[config.mk]
export PLATFORM = sky130hd
export DESIGN_NAME = scs_sequencer
export DESIGN_NICKNAME = d
export VERILOG_FILES = /design/src/include/scs_pkg.sv /design/src/include/scs_sar_if.sv /design/src/core/scs_sar_engine.sv /design/src/core/scs_sequencer.sv
export VERILOG_INCLUDE_DIRS = /design/src /design/src/include
export SDC_FILE = /design/constraint.sdc
export NUM_CORES = 1
export LEC_CHECK = 0
export CORE_ASPECT_RATIO = 1.75
export CORE_UTILIZATION = 63
export CTS_CLUSTER_SIZE = 10
export DETAILED_ROUTE_END_ITERATION = 8
export DONT_BUFFER_PORTS = 1
export PLACE_DENSITY = 0.79
export REMOVE_ABC_BUFFERS = 1
export SYNTH_ARGS = -nofsm -noshare
export SYNTH_HDL_FRONTEND = slang
export SYNTH_SLANG_ARGS = --single-unit
[constraint.sdc]
create_clock -name clk_sys_i -period 2.35 [get_ports clk_sys_i]
set_clock_uncertainty 0.05 [all_clocks]
set_input_delay 0 -clock clk_sys_i [delete_from_list [all_inputs] [get_ports clk_sys_i]]
set_output_delay 0 -clock clk_sys_i [all_outputs]
set_load 0.01 [all_outputs]
[src/include/scs_consts.svh]
// constants of the conversion sequencer: offsets, fields, reset values, timing
// assumes inclusion by bare name from design and bench files
`ifndef SCS_CONSTS_SVH
`define SCS_CONSTS_SVH

// ==========================================================================
// register map (byte addresses)
`define SCS_ADDR_CTRL      8'h00
`define SCS_ADDR_STATUS    8'h04
`define SCS_ADDR_RESULT    8'h08
`define SCS_ADDR_COUNT     8'h0C

// ==========================================================================
// fields
`define SCS_CTRL_FAST_BIT  0
`define SCS_CTRL_LP_BIT    1
`define SCS_CTRL_RST       2'h0
`define SCS_ST_BUSY_BIT    0
`define SCS_ST_STALE_BIT   1
`define SCS_ST_SAVE_BIT    2
`define SCS_ST_MODE_LSB    3

// ==========================================================================
// coding
`define SCS_RES_BITS       16
`define SCS_MSB_CODE       16'h8000
`define SCS_ZERO_CODE      16'h0000

// ==========================================================================
// bus answers
`define SCS_RESP_OKAY      2'h0
`define SCS_RESP_SLVERR    2'h2

// ==========================================================================
// timing: 40 MHz system clock
`define SCS_CLK_MHZ        40
`define SCS_IDLE_MS        1
`define SCS_IDLE_CYC       (`SCS_IDLE_MS * 1000 * `SCS_CLK_MHZ)
`define SCS_STEP_FAST      4'h2
`define SCS_STEP_NORMAL    4'h3
`define SCS_STEP_LOWPWR    4'h3

`endif

[src/include/scs_pkg.sv]
// types of the conversion sequencer
// assumes nothing beyond a SystemVerilog compiler
package scs_pkg;

    typedef enum logic [1:0] {
        SCS_MODE_NORMAL = 2'h0,
        SCS_MODE_FAST   = 2'h1,
        SCS_MODE_LOWPWR = 2'h2
    } scs_mode_t;

    // gray along track -> convert -> finish
    typedef enum logic [1:0] {
        SCS_ST_TRACK   = 2'h0,
        SCS_ST_CONVERT = 2'h1,
        SCS_ST_FINISH  = 2'h3
    } scs_state_t;

endpackage : scs_pkg

[src/include/scs_sar_if.sv]
// carrier between the sequencer control and the approximation engine
// assumes one clock shared by both ends
`timescale 1ns/10ps

interface scs_sar_if;
    logic        start;
    logic        step;
    logic        cmp_high;
    logic [15:0] trial;
    logic        done;
    logic [15:0] code;

    modport ctrl   (output start, output step, output cmp_high,
                    input trial, input done, input code);
    modport engine (input start, input step, input cmp_high,
                    output trial, output done, output code);
endinterface : scs_sar_if

[src/core/scs_sar_engine.sv]
// successive-approximation engine: one bit trial per step pulse
// assumes cmp_high is the comparator answer for the trial now on the array
`timescale 1ns/10ps
`include "scs_consts.svh"

module scs_sar_engine #(
    parameter int BITS = `SCS_RES_BITS
) (
    // clock and reset
    input  wire logic   clk_sys_i,
    input  wire logic   rstn_i,
    // towards control
    scs_sar_if.engine   sar
);
    logic [BITS-1:0]    trial_q;
    logic [3:0]         idx_q;
    logic               done_q;
    logic [BITS-1:0]    code_q;

    // ======================================================================
    // bit trials, msb first, weights halving down to one lsb
    always_ff @(posedge clk_sys_i) begin
        if (!rstn_i) begin
            trial_q <= `SCS_ZERO_CODE;
            idx_q   <= 4'hF;
        end else if (sar.start) begin
            trial_q <= `SCS_MSB_CODE;
            idx_q   <= 4'hF;
        end else if (sar.step) begin
            // keep the bit only while the held sample stays at or above it
            if (!sar.cmp_high) begin
                trial_q[idx_q] <= 1'b0;
            end
            if (idx_q != 4'h0) begin
                trial_q[idx_q - 4'h1] <= 1'b1;
                idx_q <= idx_q - 4'h1;
            end
        end
    end

    // ======================================================================
    // result word; over- and under-range fall out as all ones / all zeros
    always_ff @(posedge clk_sys_i) begin
        if (!rstn_i) begin
            done_q <= 1'b0;
            code_q <= `SCS_ZERO_CODE;
        end else begin
            done_q <= sar.step && idx_q == 4'h0;
            if (sar.step && idx_q == 4'h0) begin
                code_q <= sar.cmp_high ? trial_q : (trial_q & ~BITS'(1));
            end
        end
    end

    assign sar.trial = trial_q;
    assign sar.done  = done_q;
    assign sar.code  = code_q;

endmodule : scs_sar_engine

[src/core/scs_sequencer.sv]
// conversion sequencer of a 16-bit successive-approximation converter
// assumes synchronous pins, an analog comparator answering within one cycle,
// and an AXI4-Lite master with at most one write and one read under way
//
// Notes on behaviour
// - track input while no conversion runs
// - input and ground sense sampled together
// - start falling edge begins conversion, ends acquisition
// - array disconnected from inputs at conversion start
// - sixteen bits resolved msb first, binary weights
// - on completion form code, drop busy
// - result ready at end of same conversion
// - exactly three modes: fast, normal, low power
// - fast mode accuracy needs gaps under 1 ms
// - normal mode has no interval restriction
// - low power mode saves power between conversions
// - coding select picks binary or twos complement
// - fixed codes for zero, midscale, full scale
// - over-range clamps to full-scale code
// - under-range clamps to minimum code
// - running conversion never restarted or aborted
//
// Chosen here: the AXI4-Lite register port and the register offsets.
`timescale 1ns/10ps
`include "scs_consts.svh"

module scs_sequencer #(
    parameter int IDLE_CYC = `SCS_IDLE_CYC,
    parameter int BITS     = `SCS_RES_BITS
) (
    // clock and reset
    input  wire logic              clk_sys_i,
    input  wire logic              rstn_i,
    // conversion pins
    input  wire logic              conversion_start_n_i,
    input  wire logic              output_coding_select_i,
    input  wire logic              power_down_input_i,
    input  wire logic              comparator_high_i,
    output logic                   busy_o,
    output logic [BITS-1:0]        result_o,
    output logic                   result_stale_o,
    // analog switch controls
    output logic                   sample_track_o,
    output logic [BITS-1:0]        dac_trial_o,
    output logic                   power_save_o,
    // axi4-lite slave
    input  wire logic [7:0]        s_axi_awaddr,
    input  wire logic              s_axi_awvalid,
    output logic                   s_axi_awready,
    input  wire logic [31:0]       s_axi_wdata,
    input  wire logic [3:0]        s_axi_wstrb,
    input  wire logic              s_axi_wvalid,
    output logic                   s_axi_wready,
    output logic [1:0]             s_axi_bresp,
    output logic                   s_axi_bvalid,
    input  wire logic              s_axi_bready,
    input  wire logic [7:0]        s_axi_araddr,
    input  wire logic              s_axi_arvalid,
    output logic                   s_axi_arready,
    output logic [31:0]            s_axi_rdata,
    output logic [1:0]             s_axi_rresp,
    output logic                   s_axi_rvalid,
    input  wire logic              s_axi_rready
);
    scs_sar_if sar ();

    scs_pkg::scs_state_t    state_q;
    scs_pkg::scs_mode_t     mode_q;
    logic [1:0]             ctrl_q;
    logic                   start_n_q;
    logic                   start_fall;
    logic [3:0]             div_q;
    logic                   step_q;
    logic                   start_q;
    logic [31:0]            idle_q;
    logic                   idle_long_q;
    logic                   stale_q;
    logic [BITS-1:0]        result_q;
    logic [31:0]            count_q;
    logic                   busy_q;
    logic                   save_q;

    // ======================================================================
    // helpers
    // fast bit wins; low power only when fast is low
    function automatic scs_pkg::scs_mode_t mode_of(input logic [1:0] c);
        if (c[`SCS_CTRL_FAST_BIT]) begin
            return scs_pkg::SCS_MODE_FAST;
        end else if (c[`SCS_CTRL_LP_BIT]) begin
            return scs_pkg::SCS_MODE_LOWPWR;
        end
        return scs_pkg::SCS_MODE_NORMAL;
    endfunction : mode_of

    function automatic logic [3:0] step_cyc(input scs_pkg::scs_mode_t m);
        unique case (m)
            scs_pkg::SCS_MODE_FAST:   return `SCS_STEP_FAST;
            scs_pkg::SCS_MODE_LOWPWR: return `SCS_STEP_LOWPWR;
            default:                  return `SCS_STEP_NORMAL;
        endcase
    endfunction : step_cyc

    // ======================================================================
    // start edge
    always_ff @(posedge clk_sys_i) begin
        if (!rstn_i) begin
            start_n_q <= 1'b1;
        end else begin
            start_n_q <= conversion_start_n_i;
        end
    end

    // power-down blocks new starts; a running conversion still completes
    assign start_fall = start_n_q && !conversion_start_n_i && !power_down_input_i;

    // ======================================================================
    // sequence
    always_ff @(posedge clk_sys_i) begin
        if (!rstn_i) begin
            state_q <= scs_pkg::SCS_ST_TRACK;
            start_q <= 1'b0;
            mode_q  <= scs_pkg::SCS_MODE_NORMAL;
        end else begin
            start_q <= 1'b0;
            unique case (state_q)
                scs_pkg::SCS_ST_TRACK: begin
                    if (start_fall) begin
                        state_q <= scs_pkg::SCS_ST_CONVERT;
                        start_q <= 1'b1;
                        mode_q  <= mode_of(ctrl_q);
                    end
                end
                scs_pkg::SCS_ST_CONVERT: begin
                    // further edges and power-down are ignored here
                    if (sar.done) begin
                        state_q <= scs_pkg::SCS_ST_FINISH;
                    end
                end
                scs_pkg::SCS_ST_FINISH: begin
                    state_q <= scs_pkg::SCS_ST_TRACK;
                end
            endcase
        end
    end

    // ======================================================================
    // bit clock: one step pulse per divider wrap
    always_ff @(posedge clk_sys_i) begin
        if (!rstn_i) begin
            div_q  <= 4'h0;
            step_q <= 1'b0;
        end else if (state_q != scs_pkg::SCS_ST_CONVERT || start_q || sar.done) begin
            div_q  <= 4'h0;
            step_q <= 1'b0;
        end else if (div_q == step_cyc(mode_q) - 4'h1) begin
            div_q  <= 4'h0;
            step_q <= 1'b1;
        end else begin
            div_q  <= div_q + 4'h1;
            step_q <= 1'b0;
        end
    end

    assign sar.start    = start_q;
    assign sar.step     = step_q;
    assign sar.cmp_high = comparator_high_i;

    scs_sar_engine #(
        .BITS (BITS)
    ) u_engine (
        .clk_sys_i (clk_sys_i),
        .rstn_i    (rstn_i),
        .sar       (sar)
    );

    // ======================================================================
    // switches: one control for array and dummy keeps both edges aligned
    always_ff @(posedge clk_sys_i) begin
        if (!rstn_i) begin
            sample_track_o <= 1'b1;
        end else if (start_fall && state_q == scs_pkg::SCS_ST_TRACK) begin
            sample_track_o <= 1'b0;
        end else if (sar.done) begin
            sample_track_o <= 1'b1;
        end
    end

    always_ff @(posedge clk_sys_i) begin
        if (!rstn_i) begin
            dac_trial_o <= `SCS_ZERO_CODE;
        end else begin
            dac_trial_o <= sar.trial;
        end
    end

    // ======================================================================
    // busy and result
    always_ff @(posedge clk_sys_i) begin
        if (!rstn_i) begin
            busy_q <= 1'b0;
        end else if (start_fall && state_q == scs_pkg::SCS_ST_TRACK) begin
            busy_q <= 1'b1;
        end else if (sar.done) begin
            busy_q <= 1'b0;
        end
    end

    // twos complement differs only by msb; no extra pipeline stage
    always_ff @(posedge clk_sys_i) begin
        if (!rstn_i) begin
            result_q <= `SCS_ZERO_CODE;
            count_q  <= 32'h0;
        end else if (sar.done) begin
            result_q <= output_coding_select_i ? sar.code
                        : (sar.code ^ `SCS_MSB_CODE);
            count_q  <= count_q + 32'h1;
        end
    end

    assign busy_o   = busy_q;
    assign result_o = result_q;

    // ======================================================================
    // idle watch: full accuracy in fast mode needs recent conversions
    always_ff @(posedge clk_sys_i) begin
        if (!rstn_i) begin
            idle_q      <= 32'h0;
            idle_long_q <= 1'b1;
        end else if (start_q) begin
            idle_q      <= 32'h0;
            idle_long_q <= 1'b0;
        end else if (idle_q >= 32'(IDLE_CYC)) begin
            idle_long_q <= 1'b1;
        end else begin
            idle_q      <= idle_q + 32'h1;
        end
    end

    // flag lets the host drop the first result after a long pause
    always_ff @(posedge clk_sys_i) begin
        if (!rstn_i) begin
            stale_q <= 1'b0;
        end else if (start_fall && state_q == scs_pkg::SCS_ST_TRACK) begin
            stale_q <= idle_long_q && mode_of(ctrl_q) == scs_pkg::SCS_MODE_FAST;
        end
    end

    assign result_stale_o = stale_q;

    // ======================================================================
    // power saving between conversions
    always_ff @(posedge clk_sys_i) begin
        if (!rstn_i) begin
            save_q <= 1'b0;
        end else begin
            save_q <= state_q == scs_pkg::SCS_ST_TRACK && !start_fall
                      && (mode_of(ctrl_q) == scs_pkg::SCS_MODE_LOWPWR
                          || power_down_input_i);
        end
    end

    assign power_save_o = save_q;

    // ======================================================================
    // axi4-lite write channel
    logic       aw_hold_q;
    logic       w_hold_q;
    logic [7:0] awaddr_q;
    logic [1:0] wdata_q;
    logic       wlane_q;

    always_ff @(posedge clk_sys_i) begin
        if (!rstn_i) begin
            aw_hold_q <= 1'b0;
            awaddr_q  <= 8'h00;
        end else if (s_axi_awvalid && s_axi_awready) begin
            aw_hold_q <= 1'b1;
            awaddr_q  <= s_axi_awaddr;
        end else if (s_axi_bvalid && s_axi_bready) begin
            aw_hold_q <= 1'b0;
        end
    end

    always_ff @(posedge clk_sys_i) begin
        if (!rstn_i) begin
            w_hold_q <= 1'b0;
            wdata_q  <= 2'h0;
            wlane_q  <= 1'b0;
        end else if (s_axi_wvalid && s_axi_wready) begin
            w_hold_q <= 1'b1;
            wdata_q  <= s_axi_wdata[1:0];
            wlane_q  <= s_axi_wstrb[0];
        end else if (s_axi_bvalid && s_axi_bready) begin
            w_hold_q <= 1'b0;
        end
    end

    assign s_axi_awready = !aw_hold_q;
    assign s_axi_wready  = !w_hold_q;

    always_ff @(posedge clk_sys_i) begin
        if (!rstn_i) begin
            s_axi_bvalid <= 1'b0;
            s_axi_bresp  <= `SCS_RESP_OKAY;
            ctrl_q       <= `SCS_CTRL_RST;
        end else if (s_axi_bvalid) begin
            if (s_axi_bready) begin
                s_axi_bvalid <= 1'b0;
            end
        end else if (aw_hold_q && w_hold_q) begin
            s_axi_bvalid <= 1'b1;
            if (awaddr_q == `SCS_ADDR_CTRL) begin
                s_axi_bresp <= `SCS_RESP_OKAY;
                if (wlane_q) begin
                    ctrl_q <= wdata_q;
                end
            end else if (awaddr_q == `SCS_ADDR_STATUS || awaddr_q == `SCS_ADDR_RESULT
                         || awaddr_q == `SCS_ADDR_COUNT) begin
                s_axi_bresp <= `SCS_RESP_OKAY;
            end else begin
                s_axi_bresp <= `SCS_RESP_SLVERR;
            end
        end
    end

    // ======================================================================
    // axi4-lite read channel
    always_ff @(posedge clk_sys_i) begin
        if (!rstn_i) begin
            s_axi_rvalid <= 1'b0;
            s_axi_rdata  <= 32'h0;
            s_axi_rresp  <= `SCS_RESP_OKAY;
        end else if (s_axi_rvalid) begin
            if (s_axi_rready) begin
                s_axi_rvalid <= 1'b0;
            end
        end else if (s_axi_arvalid) begin
            s_axi_rvalid <= 1'b1;
            s_axi_rresp  <= `SCS_RESP_OKAY;
            unique case (s_axi_araddr)
                `SCS_ADDR_CTRL:   s_axi_rdata <= {30'h0, ctrl_q};
                `SCS_ADDR_STATUS: s_axi_rdata <= {27'h0, mode_q, save_q, stale_q, busy_q};
                `SCS_ADDR_RESULT: s_axi_rdata <= {16'h0, result_q};
                `SCS_ADDR_COUNT:  s_axi_rdata <= count_q;
                default: begin
                    s_axi_rdata <= 32'h0;
                    s_axi_rresp <= `SCS_RESP_SLVERR;
                end
            endcase
        end
    end

    assign s_axi_arready = !s_axi_rvalid;

endmodule : scs_sequencer

# --- After elaboration in Yosys (flattened, before gate mapping) ---
# Cells that the tools add are included.
totals:
  register_bits: 202
  out_inout_bits: 77
  wordCells: 164
classes:
  add_sub_neg: 5
  order_cmp: 5
  eq_ne: 15
  mux: 56
  bitwise_logic: 7
  n_reduce_logical: 45
op_table:
  columns: ["op", "n"]
  rows:
  - ["16-bit 2-to-1 mux", 8]
  - ["32-bit case mux with 4 select lines", 1]
  - ["32-bit by 1-bit adder with 32-bit output, second input constant", 2]
  - ["8-bit by 4-bit equality test with 1-bit output, second input constant", 4]
  - ["32-bit by 16-bit >= comparator with 1-bit output, second input constant", 1]
  - ["1-bit 2-to-1 mux", 29]
  - ["2-bit 2-to-1 mux", 13]
  - ["16-bit AND", 1]
  - ["8-bit by 3-bit equality test with 1-bit output, second input constant", 2]
  - ["8-bit zero test", 2]
  - ["16-bit NOT", 1]
  - ["16-bit OR", 1]
  - ["1-bit logical AND", 13]
  - ["2-bit AND reduction", 6]
  - ["4-bit by 5-bit less-than comparator with 1-bit output, second input constant", 2]
  - ["2-bit nonzero test", 5]
  - ["1-bit demux with 4-bit select", 2]
  - ["4-bit by 1-bit >= comparator with 1-bit output, second input constant", 2]
  - ["4-bit 2-to-1 mux", 2]
  - ["4-bit by 1-bit subtractor with 4-bit output, second input constant", 2]
  - ["2-bit by 1-bit equality test with 1-bit output, second input constant", 3]
  - ["1-bit zero test", 6]
  - ["2-bit case mux with 3 select lines", 1]
  - ["1-bit logical OR", 5]
  - ["13 further kinds", 19]

# --- Depth between registers and ports, before layout ---
logic_depth:
  word_depth: 14
  depth_mapped: 8
  depth_no_buf: 6

# --- By module ---
# Synthesis repeated with hierarchy kept, for this count alone.
unflattened:
  cells_unflattened: 883
  area_unflattened_um2: 8067.7
modules_own_cells:
  columns: ["module", "instances", "cells_per_inst", "area_per_inst_um2", "seq_area_each_um2"]
  rows:
  - ["scs_sequencer", 1, 688, 6394.9, 3263.1]
  - ["scs_sar_engine", 1, 195, 1672.9, 740.7]

# --- Worst setup path before layout ---
# No wires, ideal clock.
synth_path:
  path_type: "register to register"
  startpoint: "reg idle_q[17]"
  endpoint: "reg idle_q[8]"
  setup_ps: 59
  arrival_time_ps: 1740
  required_time_ps: 2241
  slack_ps: 501
  stages_incl_launch_ff: 7
  period_less_slack_ps: 1849
  path_cell_list: "dfxtp_1 > nor4_2 > nand3_2 > or3_4 > buf_6 > or4_1 > nand2_1"
synth_via:
  elab_chain_len: 1
synth_rtl:
  columns: ["element", "line_no", "rtl"]
  rows:
  - ["start, declared", "scs_sequencer.sv:75", "logic [31:0] idle_q;"]
  - ["start signal, assigned", "scs_sequencer.sv:235", "idle_q <= idle_q + 32'h1;"]
  - ["32-bit by 16-bit >= comparator with 1-bit output", "scs_sequencer.sv:232", "end else if (idle_q >= 32'(IDLE_CYC)) begin"]
# Every way passes these cells.
# A chain may end at the register's enable or synchronous reset.

# --- Worst setup path after layout ---
layout_path:
  startpoint: "in s_axi_araddr[4]"
  endpoint: "reg s_axi_rdata[3]"
layout_via:
  elab_chain_len: 2
  elab_cells_between_ends: 5
  cone_classes: "3 x eq/ne; 1 x mux; 1 x reduce/logical"
layout_rtl:
  columns: ["element", "line_no", "rtl"]
  rows:
  - ["start, declared", "scs_sequencer.sv:57", "input wire logic [7:0] s_axi_araddr,"]
  - ["8-bit by 4-bit equality test with 1-bit output, or another cell as far along", "scs_sequencer.sv:340", "unique case (s_axi_araddr)"]
  - ["32-bit case mux with 4 select lines (*)", "scs_sequencer.sv:340", null]
  - ["end signal, assigned", "scs_sequencer.sv:341", "`SCS_ADDR_CTRL: s_axi_rdata <= {30'h0, ctrl_q};"]
  - ["end signal, assigned", "scs_sequencer.sv:342", "`SCS_ADDR_STATUS: s_axi_rdata <= {27'h0, mode_q, save_q, stale_q, busy_q};"]
  - ["end signal, assigned", "scs_sequencer.sv:343", "`SCS_ADDR_RESULT: s_axi_rdata <= {16'h0, result_q};"]
  - ["end, declared", "scs_sequencer.sv:60", "output logic [31:0] s_axi_rdata,"]
# Every way passes the cells marked *; elsewhere a longest branch is shown, timed or not.

==> impl_metrics.toml <==
[sta]
finalHoldViolations = 0
setup_repair_after_global_routing_missed_its_margin = "no"
period_minus_slack_ns = 2.19
worst-slew-pin-transition_ns = 1.21
final_max_slew_viol_count = 0
slew-limit-headroom = 0.195
setup_viol = 0
final.period_utilization = 0.932
maxClockFrequency_ghz = 0.457

[pwr]
switching_share = 0.232
cellPowerDensity_nw_per_um2 = 732
seq_power_share = 0.529
power.total_mw = 6.51
internal_power_mw = 5.00
power_frac_clock = 0.433
leakagePower_nw = 3.30
irDropWorstVdd_mv = 0.584
total_switching_power_mw = 1.51
power.combinational.fraction = 0.038

[worst_setup_path]
data_required_time_at_the_worst_endpoint_ns = 2.65
critical_path_peak_fanout = 2
timing.setup.critical_path_class = "primary input to flop"
reg2reg_slack_ns = 0.29
worstSetupStartpointType = "primary input"
end_kind = "flop"
cp_data_arrival_time_ns = 2.49

[status]
outcome = "complete, no violations"

[synthesis]
synthTopCellsByArea = "sky130_fd_sc_hd__dfxtp_1, sky130_fd_sc_hd__nor2_1, sky130_fd_sc_hd__nand2_1"
primary_flip_flop_cell_chosen_by_synthesis_mapping = "sky130_fd_sc_hd__dfxtp_1"
ys_seq_area_frac = 0.512
syn_inst = 865
synth.top_cells.by_count = "sky130_fd_sc_hd__dfxtp_1, sky130_fd_sc_hd__nor2_1, sky130_fd_sc_hd__nand2_1, sky130_fd_sc_hd__a21oi_1, sky130_fd_sc_hd__clkbuf_1"
postSynthRegisterBits = 200
synth.largest_area_cell = "sky130_fd_sc_hd__dfxtp_1"
synthesis.yosys.warnings = 0
post-synth-top-count-cell = "sky130_fd_sc_hd__dfxtp_1"
synth-async-reset-ratio = 0
synth.top_cell.area_share = 0.512
post_synth_instance_area_sq_um = 7820
post_synth_num_cell_types = 48
synth_enable_flop_cells = 0
avgSynthCellArea_sq_um = 9.04

[clock_tree]
clk_root_buffer_cell = "sky130_fd_sc_hd__clkbuf_16"
numCtsBuffers = 17
cts.sink_count = 200
cts-htree-levels = 4
clock_tree_from_tritoncts = "yes"
clk_pin_slew_ns = 0.08
cts.path.max_buffers = 2
clock_insertion_delay_worst_skew_ns = 0.43

[drt]
number_of_remaining_drc_errors = 0
route.detailed.vias_per_inst = 5.86
detail_route.first_pass.iterations = 5
wl_per_cell_um = 17.0
route.final.wire_length_um = 18100
detail_route.iter0.violations = 321
drtAntennaViolNets = 0
vias = 6239

[finish]
finish.utilization = 0.737
post_route_cells_drive_above_1_share = 0.0756
antenna_cells = 0
area.growth.synth_to_final_pct = 13.7
finalNetCount = 958
layout_cell_area_excl_fill_sq_um = 8890

[floorplan]
placement_rows = 53
die_height_um = 149
horizontal_die_dimension_um = 86.2
initial_core_util = 0.648
ios = 140
die_area_sq_um = 12900
core_region_area_sq_um = 12100

[global_routing]
grt_start_max_net_pins = 122
overflow = 0
first_global_vias = 6176
grt_first_pass_wirelength_um = 29000
antenna_found_initial = 0
grt.total_usage = 0.286

[flow_run]
max_cap_viol_count = 0

[placement]
detailedPlacementHpwl_um = 11700
routabilityCongestion = 0.949
buffer_ports.inserted = 0
postPlaceCellArea_sq_um = 7900

[worst_hold_path]
worst_hold_path_type = "primary input to flop"
[power groups by stage]
stage               combinational [mW]  clock (mW)  sequential [mW]
floorplan                        0.123           0             3.52
global placement                 0.161           0             3.52
detailed placement               0.168           0             3.53
CTS                              0.240        2.84             3.45
global route                     0.270        2.99             3.45
finish                           0.247        2.82             3.45
[layout by cell type, fill, tap and decap left out, drive strengths merged, types with 8 or more instances in the layout]
cell         instances
or3                  8
and2                35
nand2b              10
clkbuf              17
ha                   9
xnor2               16
a21oi               56
dlygate4sd3         41
inv                 16
o21ai               29
dfxtp              200
nand4               17
xor2                24
buf                 11
nand3               39
nor4                 8
nor3                 8
a22oi               32
mux2                14
nor2               124
mux2i               24
and3                22
nand2               82
[final cells by class]
cell class	instances	area (sq um)
clock inverters	15	144
fillers	839	3180
clock buffers	17	425
repair buffers	52	493
well taps	165	206
flip-flops and latches	200	4010
inverters	11	42.5
multi-input cells	604	3570
[repair_timing]
| item | CTS | global route |
|---|---|---|
| setup buffers | 0 | 0 |
| hold buffers | 42 | 0 |
| resized for setup | 0 | 4 |
| setup endpoints to repair | 0 | 1 |
| endpoints found under the hold margin | 99 | 0 |
[final timing paths]
check	start	to	depth (start not counted)
setup / recovery	s_axi_araddr[4]	s_axi_rdata[3]	8
hold / removal	s_axi_arvalid	s_axi_rdata[4]	4
setup reg to reg	idle_q[20]	idle_q[8]	5
hold reg to reg	awaddr_q[1]	awaddr_q[1]	2
[registers in the layout, summed over array words and instances, names as in the netlist, 8 cells and up]
| name | flops |
|---|---|
| u_engine.sar.code | 16 |
| dac_trial_o | 16 |
| u_engine.sar.trial | 16 |
| awaddr_q | 8 |
| s_axi_rdata | 32 |
| result_o | 16 |
| idle_q | 32 |
| count_q | 32 |
[per-layer routing]
layer | track usage | vias up | wire length, um
met4 | 0.153 | 0 | 687
li1 | - | 3009 | -
met3 | 0.0537 | 52 | 786
met1 | 0.296 | 2982 | 6750
met5 | 0 | - | 0
met2 | 0.534 | 196 | 9850
[cell families (layout without fill, tap and decap cells)]
group	after synthesis	in the layout	share of synthesized area
flip-flops	200	200	0.512
buffers and inverters	62	95	0.0318
AO/OA/AOI/OAI	132	132	0.100
adder cells (fa/ha/maj)	9	9	0.0144
AND/OR/NAND/NOR	381	381	0.239
multiplexers	40	40	0.0567
other	1	2	0.000480
XOR/XNOR	40	40	0.0448
[per-stage QoR]
| stage | setup TNS (ns) | std cells | hold slack (ns) | setup WS (ns) |
|---|---|---|---|---|
| after floorplan | -12.51 | 815 | 0.0119 | -0.698 |
| after global placement | 0 | 991 | 0.0284 | 0.369 |
| after detailed placement | 0 | 991 | 0.0367 | 0.289 |
| after CTS | 0 | 1065 | 0.0501 | 0.0498 |
| after global routing | 0 | 1064 | 0.112 | 0.0228 |
| final | 0 | 1064 | 0.0860 | 0.160 |
[critical path, stage by stage]
cell and delay [ns]:
sky130_fd_sc_hd__dlygate4sd3_1 0.55, sky130_fd_sc_hd__nor4_1 0.28, sky130_fd_sc_hd__dlygate4sd3_1 0.63, sky130_fd_sc_hd__nand3_1 0.10
sky130_fd_sc_hd__dlygate4sd3_1 0.61, sky130_fd_sc_hd__nor2_1 0.16, sky130_fd_sc_hd__a21oi_1 0.06, sky130_fd_sc_hd__nor2_1 0.09
Note: power is estimated with default switching activity, not from simulation.
